==> src/sadc_consts.vh <==
// Purpose: Constants for the converter mode and conversion control block
// Assumes: 125 MHz system clock
// Notes: Counts derived from times in their own units
`ifndef SADC_CONSTS_VH
`define SADC_CONSTS_VH
`define SADC_CLK_MHZ 125
`define SADC_SETTLE_US 80
`define SADC_SETTLE_CYC (`SADC_SETTLE_US * `SADC_CLK_MHZ)
`define SADC_CONV_DIV 4
`define SADC_BITS 16
`define SADC_CHANS 6
`define SADC_NPIN 9
`define SADC_P_REFERENCE_SOURCE_SELECT 0
`define SADC_P_SPAN 1
`define SADC_P_PDN 2
`define SADC_P_IFSEL 3
`define SADC_P_MSBSEL 4
`define SADC_P_STA 5
`define SADC_P_STB 6
`define SADC_P_CSN 7
`define SADC_P_RDCLK 8
`define SADC_SYNC_RST 9'h184
`define SADC_ST_IDLE 3'h1
`define SADC_ST_CONV 3'h2
`define SADC_ST_PUSH 3'h4
`endif

==> src/sadc_ctrl.v <==
// Purpose: Mode, power, conversion start and readout control of a six-channel SAR converter
// Assumes: Pins asynchronous to sys_clk_in; sample_data_in stable while hold is asserted
// Notes: Results pass a two-entry buffer into the output registers
`timescale 1ns/1ps
`include "sadc_consts.vh"

module sadc_ctrl #(
  parameter SETTLE_CYC = `SADC_SETTLE_CYC,
  parameter CONV_DIV = `SADC_CONV_DIV,
  parameter BITS = `SADC_BITS,
  parameter CHANS = `SADC_CHANS
) (
  input wire sys_clk_in,
  input wire rst_in,
  input wire reference_source_select_in,
  input wire input_span_select_in,
  input wire power_down_n_in,
  input wire interface_select_in,
  input wire msb_or_byte_select_in,
  input wire sample_start_group_a_in,
  input wire sample_start_group_b_in,
  input wire host_select_n_in,
  input wire read_strobe_or_serial_clock_in,
  input wire [CHANS*BITS-1:0] sample_data_in,
  output reg int_ref_enable_out,
  output reg ref_pin_drive_out,
  output reg ref_buffer_enable_out,
  output reg span_10v_out,
  output reg span_settling_out,
  output reg standby_out,
  output reg shutdown_out,
  output reg hold_a_out,
  output reg hold_b_out,
  output reg busy_out,
  output reg [BITS-1:0] data_bus_out,
  output reg data_bus_oe_out,
  output reg msb_or_byte_select_out,
  output reg msb_or_byte_select_oe_out,
  output reg serial_out_a_out,
  output reg serial_out_a_oe_out
);

  ////////////////////////////////////////////////////////////////////////////
  // Reset release (three stages, edge flops settle first) and pin synchronisers
  reg [2:0] rst_sync_q;
  wire rst_loc;
  always @(posedge sys_clk_in or posedge rst_in) begin
    if (rst_in) begin
      rst_sync_q <= 3'h7;
    end else begin
      rst_sync_q <= {rst_sync_q[1:0], 1'b0};
    end
  end
  assign rst_loc = rst_in | rst_sync_q[2];

  wire [`SADC_NPIN-1:0] pin_raw;
  wire [`SADC_NPIN-1:0] pin_s;
  wire [`SADC_NPIN-1:0] sync_rst = `SADC_SYNC_RST;
  assign pin_raw = {read_strobe_or_serial_clock_in, host_select_n_in,
                    sample_start_group_b_in, sample_start_group_a_in,
                    msb_or_byte_select_in, interface_select_in, power_down_n_in,
                    input_span_select_in, reference_source_select_in};
  genvar gi;
  generate
    for (gi = 0; gi < `SADC_NPIN; gi = gi + 1) begin : g_sync
      reg s1_q;
      reg s2_q;
      always @(posedge sys_clk_in or posedge rst_in) begin
        if (rst_in) begin
          s1_q <= sync_rst[gi];
          s2_q <= sync_rst[gi];
        end else begin
          s1_q <= pin_raw[gi];
          s2_q <= s1_q;
        end
      end
      assign pin_s[gi] = s2_q;
    end
  endgenerate

  reg [`SADC_NPIN-1:0] prev_q;
  always @(posedge sys_clk_in or posedge rst_in) begin
    if (rst_in) begin
      prev_q <= `SADC_SYNC_RST;
    end else begin
      prev_q <= pin_s;
    end
  end

  wire reference_source_select = pin_s[`SADC_P_REFERENCE_SOURCE_SELECT];
  wire span = pin_s[`SADC_P_SPAN];
  wire pd_n = pin_s[`SADC_P_PDN];
  wire cs_n = pin_s[`SADC_P_CSN];
  wire rdclk = pin_s[`SADC_P_RDCLK];
  wire mode_par = ~pin_s[`SADC_P_IFSEL];
  wire mode_ser = pin_s[`SADC_P_IFSEL] & ~pin_s[`SADC_P_MSBSEL];
  wire mode_byte = pin_s[`SADC_P_IFSEL] & pin_s[`SADC_P_MSBSEL];
  wire rise_a = pin_s[`SADC_P_STA] & ~prev_q[`SADC_P_STA];
  wire rise_b = pin_s[`SADC_P_STB] & ~prev_q[`SADC_P_STB];
  wire cs_fall = prev_q[`SADC_P_CSN] & ~cs_n;
  wire cs_rise = ~prev_q[`SADC_P_CSN] & cs_n;
  wire rd_fall = prev_q[`SADC_P_RDCLK] & ~rdclk & ~cs_n;
  wire sclk_rise = ~prev_q[`SADC_P_RDCLK] & rdclk & ~cs_n;

  ////////////////////////////////////////////////////////////////////////////
  // Reference, span and power modes
  reg [13:0] settle_q;
  wire shut_d = ~pd_n & span;
  always @(posedge sys_clk_in or posedge rst_loc) begin
    if (rst_loc) begin
      int_ref_enable_out <= 1'b0;
      ref_pin_drive_out <= 1'b0;
      ref_buffer_enable_out <= 1'b0;
      span_10v_out <= 1'b0;
      span_settling_out <= 1'b0;
      standby_out <= 1'b0;
      shutdown_out <= 1'b0;
      settle_q <= 14'h0000;
    end else begin
      int_ref_enable_out <= reference_source_select & ~shut_d;
      ref_pin_drive_out <= reference_source_select & ~shut_d;
      ref_buffer_enable_out <= ~shut_d;
      span_10v_out <= span;
      standby_out <= ~pd_n & ~span;
      shutdown_out <= shut_d;
      if (pin_s[`SADC_P_SPAN] != prev_q[`SADC_P_SPAN] && pd_n) begin
        settle_q <= SETTLE_CYC[13:0];
        span_settling_out <= 1'b1;
      end else if (settle_q != 14'h0000) begin
        settle_q <= settle_q - 14'h0001;
        span_settling_out <= (settle_q != 14'h0001);
      end else begin
        span_settling_out <= 1'b0;
      end
    end
  end

  ////////////////////////////////////////////////////////////////////////////
  // Start capture and internal-clock conversion
  reg [2:0] st_q;
  reg seen_a_q;
  reg seen_b_q;
  reg [CHANS*BITS-1:0] held_q;
  reg [3:0] div_q;
  reg [4:0] bit_q;
  reg [2:0] cch_q;
  reg [2:0] wr_idx_q;
  wire tick = (div_q == CONV_DIV[3:0] - 4'h1);
  wire push_ready;
  wire push_valid = (st_q == `SADC_ST_PUSH);
  wire [BITS-1:0] push_word = held_q[cch_q*BITS +: BITS];
  wire pop_valid;
  wire pop_ready = cs_n; // Output registers frozen during a frame
  wire [BITS-1:0] pop_word;
  wire all_latched = pop_valid & pop_ready & (wr_idx_q == CHANS[2:0] - 3'h1);

  always @(posedge sys_clk_in or posedge rst_loc) begin
    if (rst_loc) begin
      st_q <= `SADC_ST_IDLE;
      seen_a_q <= 1'b0;
      seen_b_q <= 1'b0;
      hold_a_out <= 1'b0;
      hold_b_out <= 1'b0;
      busy_out <= 1'b0;
      held_q <= {CHANS*BITS{1'b0}};
      div_q <= 4'h0;
      bit_q <= 5'h00;
      cch_q <= 3'h0;
    end else begin
      case (st_q)
        `SADC_ST_IDLE: begin
          if (pd_n & ~busy_out) begin
            if (rise_a) begin
              seen_a_q <= 1'b1;
              hold_a_out <= 1'b1;
              held_q[3*BITS-1:0] <= sample_data_in[3*BITS-1:0];
            end
            if (rise_b) begin
              seen_b_q <= 1'b1;
              hold_b_out <= 1'b1;
              held_q[CHANS*BITS-1:3*BITS] <= sample_data_in[CHANS*BITS-1:3*BITS];
            end
            if ((seen_a_q | rise_a) & (seen_b_q | rise_b)) begin
              busy_out <= 1'b1;
              st_q <= `SADC_ST_CONV;
              div_q <= 4'h0;
              bit_q <= 5'h00;
              cch_q <= 3'h0;
            end
          end
        end
        `SADC_ST_CONV: begin
          div_q <= tick ? 4'h0 : div_q + 4'h1;
          if (tick) begin
            if (bit_q == BITS[4:0] - 5'h01) begin
              bit_q <= 5'h00;
              st_q <= `SADC_ST_PUSH;
            end else begin
              bit_q <= bit_q + 5'h01;
            end
          end
        end
        `SADC_ST_PUSH: begin
          if (push_ready) begin
            if (cch_q == CHANS[2:0] - 3'h1) begin
              st_q <= `SADC_ST_IDLE;
              hold_a_out <= 1'b0;
              hold_b_out <= 1'b0;
              seen_a_q <= 1'b0;
              seen_b_q <= 1'b0;
            end else begin
              cch_q <= cch_q + 3'h1;
              st_q <= `SADC_ST_CONV;
            end
          end
        end
        default: begin
          st_q <= `SADC_ST_IDLE;
        end
      endcase
      if (all_latched) begin
        busy_out <= 1'b0;
      end
    end
  end

  ////////////////////////////////////////////////////////////////////////////
  // Two-entry result buffer
  reg [BITS-1:0] fifo_q [0:1];
  reg fw_q;
  reg fr_q;
  reg [1:0] fcnt_q;
  wire do_push = push_valid & push_ready;
  wire do_pop = pop_valid & pop_ready;
  assign push_ready = (fcnt_q != 2'h2);
  assign pop_valid = (fcnt_q != 2'h0);
  assign pop_word = fifo_q[fr_q];
  always @(posedge sys_clk_in or posedge rst_loc) begin
    if (rst_loc) begin
      fifo_q[0] <= {BITS{1'b0}};
      fifo_q[1] <= {BITS{1'b0}};
      fw_q <= 1'b0;
      fr_q <= 1'b0;
      fcnt_q <= 2'h0;
    end else begin
      if (do_push) begin
        fifo_q[fw_q] <= push_word;
        fw_q <= ~fw_q;
      end
      if (do_pop) begin
        fr_q <= ~fr_q;
      end
      if (do_push & ~do_pop) begin
        fcnt_q <= fcnt_q + 2'h1;
      end else if (~do_push & do_pop) begin
        fcnt_q <= fcnt_q - 2'h1;
      end
    end
  end

  ////////////////////////////////////////////////////////////////////////////
  // Output data registers and readout
  reg [BITS-1:0] res_q [0:CHANS-1];
  reg [2:0] rptr_q;
  reg byte_lo_q;
  reg [BITS-1:0] sh_q;
  reg [3:0] sbit_q;
  integer i;
  wire [2:0] rptr_nx = (rptr_q == CHANS[2:0] - 3'h1) ? 3'h0 : rptr_q + 3'h1;
  wire [BITS-1:0] cur_word = res_q[rptr_q];
  wire [BITS-1:0] nx_word = res_q[rptr_nx];

  always @(posedge sys_clk_in or posedge rst_loc) begin
    if (rst_loc) begin
      for (i = 0; i < CHANS; i = i + 1) begin
        res_q[i] <= {BITS{1'b0}};
      end
      wr_idx_q <= 3'h0;
      rptr_q <= 3'h0;
      byte_lo_q <= 1'b0;
      sh_q <= {BITS{1'b0}};
      sbit_q <= 4'h0;
      data_bus_out <= {BITS{1'b0}};
      data_bus_oe_out <= 1'b0;
      msb_or_byte_select_out <= 1'b0;
      msb_or_byte_select_oe_out <= 1'b0;
      serial_out_a_out <= 1'b0;
      serial_out_a_oe_out <= 1'b0;
    end else begin
      if (do_pop) begin
        res_q[wr_idx_q] <= pop_word;
        wr_idx_q <= (wr_idx_q == CHANS[2:0] - 3'h1) ? 3'h0 : wr_idx_q + 3'h1;
      end
      data_bus_oe_out <= ~cs_n & ~rdclk & (mode_par | mode_byte);
      msb_or_byte_select_oe_out <= ~cs_n & ~rdclk & mode_par;
      if (cs_fall) begin
        rptr_q <= 3'h0;
        byte_lo_q <= 1'b0;
        sbit_q <= 4'h0;
        sh_q <= res_q[0];
        serial_out_a_out <= res_q[0][BITS-1];
        serial_out_a_oe_out <= mode_ser;
      end else if (cs_rise) begin
        serial_out_a_oe_out <= 1'b0;
      end else if (rd_fall & mode_par) begin
        data_bus_out <= cur_word;
        msb_or_byte_select_out <= cur_word[BITS-1];
        rptr_q <= rptr_nx;
      end else if (rd_fall & mode_byte) begin
        data_bus_out <= {8'h00, byte_lo_q ? cur_word[7:0] : cur_word[15:8]};
        byte_lo_q <= ~byte_lo_q;
        if (byte_lo_q) begin
          rptr_q <= rptr_nx;
        end
      end else if (sclk_rise & mode_ser) begin
        if (sbit_q == BITS[3:0] - 4'h1) begin
          sbit_q <= 4'h0;
          rptr_q <= rptr_nx;
          sh_q <= nx_word;
          serial_out_a_out <= nx_word[BITS-1];
        end else begin
          sbit_q <= sbit_q + 4'h1;
          sh_q <= {sh_q[BITS-2:0], 1'b0};
          serial_out_a_out <= sh_q[BITS-2];
        end
      end
    end
  end

endmodule // sadc_ctrl

==> config.mk <==
export PLATFORM = sky130hd
export DESIGN_NAME = sadc_ctrl
export DESIGN_NICKNAME = d
export VERILOG_FILES = /design/src/sadc_ctrl.v
export VERILOG_INCLUDE_DIRS = /design/src
export SDC_FILE = /design/constraint.sdc
export NUM_CORES = 1
export LEC_CHECK = 0
export ABC_AREA = 1
export BUFFER_PORTS_ARGS = -buffer_cell sky130_fd_sc_hd__buf_4
export CORE_ASPECT_RATIO = 1.4
export CORE_MARGIN = 2
export CORE_UTILIZATION = 50
export CTS_BUF_LIST = sky130_fd_sc_hd__clkbuf_4 sky130_fd_sc_hd__clkbuf_8 sky130_fd_sc_hd__clkbuf_16
export DETAILED_ROUTE_END_ITERATION = 16
export GPL_TIMING_DRIVEN = 0
export PLACE_DENSITY = 0.71
export SYNTH_ARGS = -nofsm -noshare
export SYNTH_HDL_FRONTEND = slang
export SYNTH_SLANG_ARGS = --single-unit
==> constraint.sdc <==
create_clock -name sys_clk_in -period 20.6 [get_ports sys_clk_in]
set_input_delay 1.03 -clock sys_clk_in [delete_from_list [all_inputs] [get_ports sys_clk_in]]
set_output_delay 1.03 -clock sys_clk_in [all_outputs]
set_load 0.01 [all_outputs]
==> Word-level counts from Yosys, hierarchy flattened <==
Index checks and enable logic that the tools add are counted.
{ "op_classes": {"n_bitwise": 54, "n_eq_ne": 25, "magnitude_cmp": 7, "addsub": 9, "shift": 1, "n_reduce_logical": 32, "n_mux": 90} }
{ "op_table": {"columns": ["cell", "count"], "rows": [
  ["$mux 16", 11],
  ["$bmux 16 s3", 2],
  ["$bwmux 96", 1],
  ["$shiftx 96x8->16", 1],
  ["$mux 15", 6],
  ["$mux 3", 18],
  ["$demux 16 s3", 1],
  ["$mux 4", 9],
  ["$bwmux 32", 1],
  ["$mux 14", 2],
  ["$and 1x1->1", 26],
  ["$mux 1", 24],
  ["$ne 2x2->1 const B", 12],
  ["$reduce_bool 2->1", 12],
  ["$reduce_and 3->1", 7],
  ["$mux 5", 4],
  ["$reduce_and 5->1", 4],
  ["$not 1->1", 19],
  ["$demux 16 s1", 1],
  ["$ne 14x1->1 const B", 1],
  ["$reduce_bool 14->1", 1],
  ["$sub 14x1->14 const B", 1],
  ["$eq 3x3->1 const B", 4],
  ["$ge 4x4->1 const B", 3],
  ["other kinds (29)", 47]
]} }
{ "totals": {"output_inout_bits": 31, "regBits": 343, "in_bits": 107} }

==> Logic depth before layout (Yosys ltp) <==
Gate-level depths: netlist (run 1).
{ "logic_depth": {"ltp_word": 12, "mapped_depth": 11} }

==> Worst setup path after synthesis (run 1) <==
OpenSTA, ideal clock, no wires.
{ "synth_timing": {"path_type": "flip-flop to flip-flop", "start": "register g_sync[7].s2_q (netlist: cs_n)", "end": "register sh_q[2]", "setup_ns": 0.066, "stages_incl_launch_ff": 10, "t_required_ns": 20.534, "arrival_ns": 1.818, "period_less_slack_ns": 1.884, "path_buffers": 2, "slack_ns": 18.716, "cell_sequence": "dfstp_2 -> inv_1 -> ha_1 -> inv_1 -> clkbuf_1 -> clkbuf_1 -> o22ai_1 -> nor2_1 -> nand2_1 -> nand2_1"} }
{ "synth_via": {"elab_chain_len": 5, "elab_cells_between_ends": 14, "cone_classes": "eq/ne (3); mux (1); bitwise (8); reduce/logical (2)"} }
{ "synth_lines": {"columns": ["item", "line_no", "source"], "rows": [
  ["start: declaration", "sadc_ctrl.v:67", "reg s2_q;"],
  ["start signal: assignment", "sadc_ctrl.v:71", "s2_q <= sync_rst[gi];"],
  ["start signal: assignment", "sadc_ctrl.v:74", "s2_q <= s1_q;"],
  ["$not 1->1", "sadc_ctrl.v:100, sadc_ctrl.v:102, sadc_ctrl.v:103", null],
  ["$and 1x1->1 (on tied branches)", "sadc_ctrl.v:102, sadc_ctrl.v:103", null],
  ["$and 1x1->1 (on tied branches)", "sadc_ctrl.v:309, sadc_ctrl.v:305, sadc_ctrl.v:315", null],
  ["$ne 2x2->1 (no source line) or $reduce_bool 2->1 (tied branches)", null, null],
  ["$reduce_and 4->1 (no source line)", null, null],
  ["end signal: assignment", "sadc_ctrl.v:300", "sh_q <= res_q[0];"],
  ["end signal: assignment", "sadc_ctrl.v:319", "sh_q <= nx_word;"],
  ["end signal: assignment", "sadc_ctrl.v:323", "sh_q <= {sh_q[BITS-2:0], 1'b0};"],
  ["end: declaration", "sadc_ctrl.v:266", "reg [BITS-1:0] sh_q;"]
]} }
Parallel ways exist; a longest one is shown, timed or not.
A chain may end at the register's enable or synchronous reset.

==> Final worst setup path (run 1) <==
{ "layout_timing": {"start": "register g_sync[7].s2_q (netlist: cs_n)", "end": "register sh_q[8]"} }
The elaborated chain is that of the path after synthesis.

==> qor.txt, run 1 <==
postcts setup bufs -> 0
Worst R2R End -> sh_q[8]
asr flop ratio synth -> 1.000
Clock Skews -> 0.01757 ns
initial core utilization -> 0.5088
first-pass GRT wire length -> 76,380 µm
Post-Synthesis Net Count -> 2,193
Clk Latency, worst-skew pair -> 0.54 ns
Max clock buf depth -> 3
DR pass1 iterations -> 7
die span in x -> 157.7 µm
Syn Std Cell Area -> 0.01653 mm²
Max Cap Viol -> 0
pins over their slew limit -> 0
worst path arrival time -> 3.00 ns
CTS H-tree lvls -> 2
drc violations -> 0
M2 GR Usage -> 0.5128
synth top area cells -> dfrtp_1 49%, nand2_1 13%, o21ai_0 6.0%
met3 Use GR -> 0.03712
Hold Path Class -> reg -> async
most common cell after layout, fill and taps aside -> nand2_1
die extent in y -> 219.2 µm
Hold-fix buffers, CTS -> 0
Port Buffers -> 137
clk sinks -> 339
grt met1 use -> 0.3179
clock buffer count from CTS -> 36
row cnt -> 78
share of cells above drive strength 1 -> 0.1429
CTS Root Cell -> clkbuf_16
n_diodes -> 0
die area -> 0.03456 mm²
Worst setup EP type -> register
Max-Slew Margin vs Limit -> 0.2833
number of flops mapped to enable cells by yosys -> 0
cells after synthesis -> 2,076
gr usage total -> 0.2862
critical path startpoint category -> register
CTS tree -> done
Clock Pin Slew Worst Setup and Hold Paths -> 0.06 ns
grt ovf -> 0
Avg Cell Area, Syn -> 7.965 µm²
GP Congestion -> 0.9826
Max VDD drop -> 0.08324 mV
Pwr Density -> 146.3 mW/mm²
Synth Flop Type -> dfrtp_1
initial DRC count -> 1,097
R2R Path Start -> cs_n
leakage power -> 0.009968 µW
via count -> 14,610
post-CTS resize count -> 0
I/O pin count -> 138
worst reg2reg path depth -> 7
Final Non-Filler Cells -> 2,728
fmax -> 387.5 MHz
Vias/cell -> 5.356
register area share after synthesis -> 0.5140
CP max FO -> 10
worst-margin pin slew -> 1.074 ns
crit path kind -> reg -> reg
Post-Route WL -> 48,250 µm
initial antenna violation count -> 0
Tcrit/Tclk final -> 0.1253
Required @ worst endpoint -> 21.02 ns
post-route antenna net violation count -> 0
Setup-failing EPs final -> 0
dpl ws -> 18.10 ns
Tmin final -> 2.581 ns
Yosys top cell by area -> dfrtp_1
Filler cells -> 2,910
Yosys warning count -> 0
Final Hold Vio Count -> 0
Wirelength per Cell -> 17.69 µm
Distinct cells, synth -> 45
largest net degree at the start of global routing -> 35
share of the synthesized area in the top cell type -> 0.4949
RSZ-0062 raised after global routing -> no
Most Crowded Layer GR -> met2
most frequent cells in the layout -> 594 x nand2_1, 327 x dfrtp_1, 221 x inv_1, 199 x o21ai_0, 166 x nor2_1
area taken by multi-input logic gates -> 0.006654 mm²
R2R Setup Slk -> 18.02 ns
vias in the first global route -> 14,770
placed cell count -> 2,664
core area -> 0.03250 mm²
register area -> 0.008498 mm²
#FFs+latches synth -> 339
Detail Placement HPWL -> 37,160 µm
Area Overhead vs Synth -> 18.86%
status -> completed
setup ws final -> 18.02 ns
nets -> 2,379
[worst max-delay path, stage by stage (launching register included)]
cell,delay (ns)
dfstp_2,0.56
inv_1,0.15
ha_1,0.33
nor2_1,0.53
clkbuf_1,0.50
nand3_1,0.24
nand2_1,0.10
nand2_1,0.05
[registers in the layout (all words and copies together), names as in the netlist, 2 cells and up]
name	flops
settle_q	14
div_q	4
bit_q	5
cch_q	3
fifo_q	32
rptr_q	3
prev_q	5
g_sync.s1_q	9
fcnt_q	2
sbit_q	4
res_q	96
rst_sync_q	3
g_sync.s2_q	8
sh_q	15
held_q	96
wr_idx_q	3
data_bus_out	16
st_q	3
[synthesized netlist by cell type, types with 7 or more instances]
cell / instances
inv_1: 221
nand3_1: 135
nor3_1: 7
o211ai_1: 47
buf_2: 42
mux2_2: 16
nor2_1: 167
dfstp_2: 12
o22ai_1: 15
nand4_1: 8
ha_1: 10
clkbuf_1: 46
a31oi_1: 33
o21a_1: 17
a21oi_1: 98
dfrtp_1: 327
nand2_1: 594
o21ai_0: 199
and2_1: 7
[layer usage]
layer,routed length [µm],up-vias
met4,3268,0
met1,17960,6924
met3,2081,164
li1,-,7058
met5,0,-
met2,24940,465
[area by class of cell]
class | count | area share
clock inverter | 14 | 0.01171
tap | 440 | 0.02801
clock buffer | 50 | 0.05430
timing repair buffer | 148 | 0.06430
sequential | 339 | 0.4324
multi-input combinational | 1399 | 0.3386
buffer | 108 | 0.02674
inverter | 230 | 0.04399
[worst max path at each step]
stage	start	end	slack (ns)	depth (start not counted)
after detailed placement	cs_n	sh_q[8]	18.10	7
after global placement	rst_in	data_bus_out[15]	-6.40	2
after CTS	cs_n	sh_q[8]	18.07	7
after global routing	cs_n	sh_q[8]	17.86	7
after floorplan	rst_in	bit_q[0]	0.80	1
final	cs_n	sh_q[8]	18.02	7
[power by group]
part	switching [µW]	leakage, µW	internal, µW
Combinational	722	0.00509	365
Sequential	146	0.00423	936
Clock	267	0.000647	438
Total	1140	0.00997	1740
[logic make-up after synthesis]
family | share of synthesized area
DFF | 0.5140
AOI/OAI and AO/OA | 0.1457
and+or+nand+nor | 0.2322
muxes | 0.01090
xor gates and xnor gates | 0.005297
other | 0.0002268
buffers and inverters | 0.08407
adders and majority gates | 0.007567
[metrics by stage]
step	TNS [ns]	hold slack, ns	instance area (µm²)	util	power, µW
after floorplan	0	0.3312	16530	-	1781
after global placement	-1988.00	0.3340	18110	0.5574	2116
after detailed placement	0	0.2959	18360	0.5648	2155
after CTS	0	0.3014	19650	0.6048	2871
after global routing	0	0.3260	19650	0.6048	3064
final	0	0.2899	19650	0.6048	2875
No activity file was read; power rests on OpenSTA's default activity.
==> run 2: changes to the inputs <==
Settings changed: ABC_AREA 1 to 0, PLACE_DENSITY 0.71 to 0.72.
Clock period 20.6 ns to 2.1 ns, I/O delays scaled along.
==> run 2 against run 1 <==
The run now ends with setup timing left. Critical path type unchanged. Core utilization rose by 5.1 points. Die area decreased by 8.2%. Sequential share of layout area up 0.069 points. Clock power grew to 8.7 times the previous value. Critical endpoint is now settle_q[11]. Largest cell class unchanged. Setup slack got worse by 18 ns. Register-to-register slack lost 18 ns. Critical path depth fell by 2. Via count down 19%. Largest power group is now sequential cells. Final cell count fell by 24%. Count of clock-buffer cells in the layout down 5.
==> qor.txt, run 2 <==
Worst R2R End -> settle_q[11]
most frequent cells in the layout -> 327 x dfrtp_1, 164 x nor2_1, 158 x buf_4, 121 x mux2_2, 118 x a21oi_1
most common cell in the netlist -> dfrtp_1
nets -> 1,778 (-25%)
CTS H-tree lvls -> 2 (unchanged)
largest net degree at the start of global routing -> 34 (-2.9%)
post-synthesis mux area share -> 0.1527 (+0.1418)
Levels on crit path -> 5 (-2)
die area -> 0.03173 mm² (-8.2%)
Critical Path Max Stage Delay -> 0.56 ns (about the same)
Max VDD drop -> 0.9340 mV (+1000%)
share of the synthesized area in the top cell type -> 0.5400 (+0.04516)
Setup-failing EPs final -> 1 (+1)
initial DRC count -> 678 (-38%)
DR pass1 iterations -> 7 (unchanged)
Yosys warning count -> 0 (unchanged)
grt ovf -> 0 (unchanged)
Synth Area in Simple Gates -> 0.1040 (-0.1283)
clk sinks -> 339 (unchanged)
CTS tree -> done
Max Cap Viol -> 0 (unchanged)
worst reg2reg path depth -> 5 (-2)
die span in x -> 151.1 µm (-4.2%)
R2R Setup Slk -> -0.07 ns (-18.09 ns)
Tmin final -> 2.171 ns (-0.4104 ns)
worst path arrival time -> 2.61 ns (-0.39 ns)
initial antenna violation count -> 0 (unchanged)
Required @ worst endpoint -> 2.54 ns (-18.48 ns)
via count -> 11,860 (-19%)
hold slack final -> 0.2257 ns (-0.06422 ns)
Adder-Cell Fraction of Synth Area -> 0.008258 (+0.0006905)
critical-path cell list -> or4_4 -> or4_4 -> or3_4 -> a211o_1 -> a21oi_2
Post-Synthesis Net Count -> 1,481 (-32%)
die extent in y -> 210.0 µm (-4.2%)
CP Buf/Inv Count -> 0 (-2)
final core occ -> 0.6555 (+0.05075)
Compound-Gate Fraction of Synth Area -> 0.1388 (-0.006933)
setup ws final -> -0.07056 ns (-18.09 ns)
status -> finished with violations
crit path kind -> reg -> reg
CTS Root Cell -> clkbuf_16
Max clock buf depth -> 3 (unchanged)
R2R Path Start -> settle_q[4]
main combinational cell family by area after synthesis -> multiplexers
final setup TNS -> -0.07056 ns (-0.07056 ns)
Syn Std Cell Area -> 0.01515 mm² (-8.4%)
GP Congestion -> 0.8891 (-9.5%)
Vias/cell -> 5.735 (+7.1%)
gr usage total -> 0.2708 (-0.01532)
Max-Slew Margin vs Limit -> 0.3131 (+0.02976)
Final Hold Vio Count -> 0 (unchanged)
CP max FO -> 4 (-6)
synth top area cells -> dfrtp_1 54%, mux2_2 9.0%, nor2_1 4.2%
CP max-delay cell -> or4_4
post-route antenna net violation count -> 0 (unchanged)
Distinct cells, synth -> 63 (+40%)
number of flops mapped to enable cells by yosys -> 0 (unchanged)
register area share after synthesis -> 0.5609 (+0.04690)
share of cells above drive strength 1 -> 0.2929 (+0.1500)
crit path from -> settle_q[4]
Detail Placement HPWL -> 28,110 µm (-24%)
cells after synthesis -> 1,364 (-34%)
most common cell after layout, fill and taps aside -> dfrtp_1
n_diodes -> 0 (unchanged)
XOR/XNOR Fraction of Synth Area -> 0.008671 (+0.003374)
fmax -> 460.7 MHz (+19%)
RSZ-0062 raised after global routing -> yes
Clock Skews -> 0.02683 ns (+0.009263 ns)
Clk Latency, worst-skew pair -> 0.53 ns (about the same)
#FFs+latches synth -> 339 (unchanged)
asr flop ratio synth -> 1.000 (unchanged)
Worst setup EP type -> register
Final Non-Filler Cells -> 2,068 (-24%)
delay-heaviest family, CP -> simple AND/OR/NAND/NOR gates
Post-Route WL -> 41,870 µm (-13%)
pins over their slew limit -> 0 (unchanged)
leakage power -> 0.008722 µW (-13%)
Area Overhead vs Synth -> 29.50%
first-pass GRT wire length -> 67,010 µm (-12%)
Synth Flop Type -> dfrtp_1
placed cell count -> 1,897 (-29%)
vias in the first global route -> 12,600 (-15%)
crit path to -> settle_q[11]
Wirelength per Cell -> 20.25 µm (+14%)
Port Buffers -> 137 (unchanged)
Avg Cell Area, Syn -> 11.11 µm² (+39%)
top post-synthesis cells by count -> 327 x dfrtp_1, 171 x nor2_1, 121 x mux2_2
I/O pin count -> 138 (unchanged)
critical path startpoint category -> register
initial core utilization -> 0.5062 (-0.002613)
clock buffer count from CTS -> 34 (-5.6%)
row cnt -> 75 (-3.8%)
failing checks -> setup timing
Pwr Density -> 1288 mW/mm² (+780%)
CP dominant cell by count -> or4_4
Hold Path Class -> in -> async
core area -> 0.02994 mm² (-7.9%)
Largest regs -> held_q: 96 flops, res_q: 96 flops, fifo_q: 32 flops
Clock Pin Slew Worst Setup and Hold Paths -> 0.06 ns (about the same)
drc violations -> 0 (unchanged)
worst-margin pin slew -> 1.029 ns (-0.04459 ns)
Tcrit/Tclk final -> 1.034 (+0.9083)
Yosys top cell by area -> dfrtp_1
==> run 2: power by group <==
group          internal (µW)  switching, µW  total (µW)
logic                   4040           3990        8030
clock network           3540           2580        6120
registers               9130           1990       11100
total                  16700           8570       25300
==> run 2: stage by stage <==
step	setup WS [ns]	area (µm²)	total power [µW]
6_report	-0.07056	19620	25270
4_1_cts	-0.1228	19410	24830
5_1_grt	-0.1114	19620	26730
2_1_floorplan	-4.522	15180	15840
3_5_place_dp	-0.6779	16920	18240
3_3_place_gp	-6.892	16690	17790
==> run 2: kinds of logic (layout without fill, tap and decap cells) <==
group,Yosys count,count (layout)
AOI/OAI and AO/OA,342,342
xor gates and xnor gates,15,15
adders and majority gates,10,10
buffers and inverters,105,424
DFF,339,339
muxes,196,196
other,1,1
and+or+nand+nor,356,356
==> run 2: what timing repair did <==
| action | CTS | global route |
|---|---|---|
| hold endpoints to repair | 130 | 0 |
| hold buffers | 106 | 0 |
| resized for setup | 111 | 78 |
| setup buffers | 7 | 7 |
| setup endpoints to repair | 270 | 180 |
| gates cloned | 1 | 0 |
| pin swaps | 3 | 7 |
==> run 2: worst min path at each step <==
stage	from	to
floorplan	power_down_n_in	g_sync[2].s1_q
global placement	power_down_n_in	g_sync[2].s1_q
detailed placement	rst_in	sh_q[4]
CTS	rst_in	serial_out_a_oe_out
global route	sample_start_group_a_in	g_sync[5].s1_q
finish	rst_in	sh_q[4]
==> run 2: final cells by class <==
type	instances	area, µm²
tap	385	481.7
inverter	19	86.33
buffer	78	501.7
timing repair buffer	269	2434
fill	2194	10310
multi-input combinational	920	6511
clock buffer	45	975.9
clock inverter	13	133.9
sequential	339	8498
==> run 2: worst min-delay path, stage by stage <==
cell           delay [ns]
dlygate4sd3_1        0.53
buf_4                0.14
nor2_4               0.13
buf_4                0.13
==> run 2: layer usage <==
layer	wire, µm	vias to the layer above	GRT usage
li1	-	5485	-
met1	15850	5881	0.3135
met2	22190	393	0.4903
met3	2061	100	0.04416
met4	1774	0	0.1173
met5	0	-	0
==> run 3: changes to the inputs <==
Settings changed: CORE_ASPECT_RATIO 1.4 to not set.
==> run 3 against run 2 <==
The flow still finishes with violations (setup timing). Setup slack lost 0.025 ns. First-iteration DRC count up 45%. Sequential power is essentially flat. Design area is 0.94% higher. Worst hold slack gained 0.0099 ns.
==> qor.txt, run 3 (same netlist as run 2, synthesis figures left out) <==
worst path arrival time -> 2.64 ns (+0.03 ns)
Clock Pin Slew Worst Setup and Hold Paths -> 0.06 ns (about the same)
fmax -> 455.6 MHz (-1.1%)
CTS H-tree lvls -> 2 (unchanged)
GP Congestion -> 0.8767 (-1.4%)
final setup TNS -> -0.09508 ns (-0.02452 ns)
Final Hold Vio Count -> 0 (unchanged)
Net Sw Frac -> 0.3388 (about the same)
Area Overhead vs Synth -> 30.73%
Hold Path Class -> in -> reg
gr usage total -> 0.2694 (-0.001445)
CTS Root Cell -> clkbuf_16
power share of the clock group -> 0.251 (+0.009)
nets -> 1,780 (+0.11%)
clk sinks -> 339 (unchanged)
most common cell after layout, fill and taps aside -> dfrtp_1
Tcrit/Tclk final -> 1.045 (+0.01168)
critical-path cell list -> or4_4 -> or4_4 -> or3_4 -> a211o_1 -> a21oi_2
initial core utilization -> 0.5099 (+0.003708)
first-pass GRT wire length -> 67,160 µm (+0.23%)
Critical Path Max Stage Delay -> 0.53 ns (-0.03 ns)
R2R Path Start -> settle_q[4]
crit path kind -> reg -> reg
Post-Route WL -> 41,730 µm (-0.33%)
Vias/cell -> 5.771 (+0.64%)
leakage power -> 0.008780 µW (+0.67%)
Final Non-Filler Cells -> 2,081 (+0.63%)
vias in the first global route -> 12,440 (-1.3%)
Max VDD drop -> 0.7654 mV (-18%)
Tmin final -> 2.195 ns (+0.02452 ns)
Logic pwr share -> 0.314 (-0.004)
crit path from -> settle_q[4]
CP max-delay cell -> or4_4
pins over their slew limit -> 0 (unchanged)
worst-margin pin slew -> 1.030 ns (+0.0004476 ns)
Max-Slew Margin vs Limit -> 0.3128 (about the same)
Max clock buf depth -> 3 (unchanged)
R2R Setup Slk -> -0.1 ns (-0.02 ns)
RSZ-0062 raised after global routing -> yes
grt ovf -> 0 (unchanged)
Worst setup EP type -> register
I/O pin count -> 138 (unchanged)
share of cells above drive strength 1 -> 0.2990 (+0.006064)
die extent in y -> 178.1 µm (-15%)
Clock Skews -> 0.01698 ns (-0.009846 ns)
die area -> 0.03171 mm² (about the same)
Clk Latency, worst-skew pair -> 0.53 ns (about the same)
die span in x -> 178.1 µm (+18%)
Placement Cell Area -> 0.01690 mm² (about the same)
status -> finished with violations
placed cell count -> 1,901 (+0.21%)
Detail Placement HPWL -> 27,830 µm (-1.0%)
dpl ws -> -0.7545 ns (-0.07663 ns)
critical path startpoint category -> register
initial antenna violation count -> 2 (+2)
register area -> 0.008499 mm² (about the same)
Port Buffers -> 137 (unchanged)
largest net degree at the start of global routing -> 35 (+2.9%)
post-route antenna net violation count -> 0 (unchanged)
via count -> 12,010 (+1.3%)
Reg power frac -> 0.434 (-0.006)
failing checks -> setup timing
clock buffer count from CTS -> 36 (+5.9%)
Filler cells -> 2,141 (-2.4%)
Required @ worst endpoint -> 2.54 ns (about the same)
Setup-failing EPs final -> 1 (unchanged)
CP max FO -> 2 (-2)
DR pass1 iterations -> 5 (-2)
final core occ -> 0.6665 (+0.01103)
drc violations -> 0 (unchanged)
CP dominant cell by count -> or4_4
area taken by multi-input logic gates -> 0.006594 mm² (+1.3%)
Worst R2R End -> settle_q[11]
row cnt -> 63 (-16%)
worst reg2reg path depth -> 5 (unchanged)
core area -> 0.02972 mm² (-0.73%)
CTS tree -> done
internal power -> 17,060 µW (+2.1%)
most frequent cells in the layout -> 326 x dfrtp_1, 163 x nor2_1, 160 x buf_4, 121 x mux2_2, 116 x a21oi_1
Largest regs -> held_q: 96 flops, res_q: 96 flops, fifo_q: 32 flops
Max Cap Viol -> 0 (unchanged)
Pwr Density -> 1302 mW/mm² (+1.1%)
initial DRC count -> 980 (+45%)
setup ws final -> -0.09508 ns (-0.02452 ns)
crit path to -> settle_q[11]
Wirelength per Cell -> 20.05 µm (-0.95%)
Switch Pwr -> 8741 µW (+2.0%)
fin area -> 0.01981 mm² (+0.94%)
==> run 3: worst min path at each step <==
| stage | cells past startpoint | end | start | slack, ns |
|---|---|---|---|---|
| after global placement | 1 | g_sync[2].s1_q | power_down_n_in | 0.22 |
| after CTS | 2 | g_sync[5].s1_q | sample_start_group_a_in | 0.22 |
| after global routing | 2 | g_sync[5].s1_q | sample_start_group_a_in | 0.23 |
| after detailed placement | 1 | g_sync[2].s1_q | power_down_n_in | 0.21 |
| final | 2 | g_sync[5].s1_q | sample_start_group_a_in | 0.24 |
| after floorplan | 0 | g_sync[2].s1_q | power_down_n_in | 0.11 |
==> run 3: critical path, delay by kind of cell, from the launching register on <==
kind,cells,cell delay (ns)
flops,1,0.39
compound gates,2,0.41
simple gates,3,1.32
==> run 3: power by group through the flow <==
stage | Sequential (µW) | Combinational (µW) | Clock [µW]
after floorplan | 10500 | 5380 | 0
after global placement | 10900 | 6980 | 0
after detailed placement | 11000 | 7300 | 0
after CTS | 11000 | 7790 | 6540
after global routing | 11500 | 8930 | 6830
final | 11200 | 8110 | 6480
==> run 3: layout make-up <==
type,instances,share of cell area
antenna,2,0.0002527
buffer,79,0.02621
clock buffer,51,0.05274
clock inverter,13,0.008022
inverter,19,0.003980
multi-input combinational,920,0.3329
sequential,339,0.4291
tap,390,0.02464
timing repair buffer,268,0.1222
==> run 3: through the flow <==
step                power, µW  hold WS [ns]
global route            27220        0.2273
finish                  25800        0.2356
detailed placement      18320        0.2145
global placement        17840        0.2151
CTS                     25320        0.2215
floorplan               15840        0.1095
==> run 3: what timing repair did <==
action	in CTS	in global routing
gates resized for setup	117	93
setup buffers	8	6
endpoints found under the setup margin	269	201
pin swaps	6	7
hold buffers	106	0
hold endpoints to repair	139	0
gates cloned	1	0
==> run 3: per-layer routing <==
metal / vias up / GRT usage / share of wire
li1: 5491 / - / -
met3: 105 / 0.05094 / 0.065
met5: - / 0 / 0
met4: 0 / 0.09495 / 0.031
met1: 5941 / 0.3386 / 0.40
met2: 473 / 0.4661 / 0.50
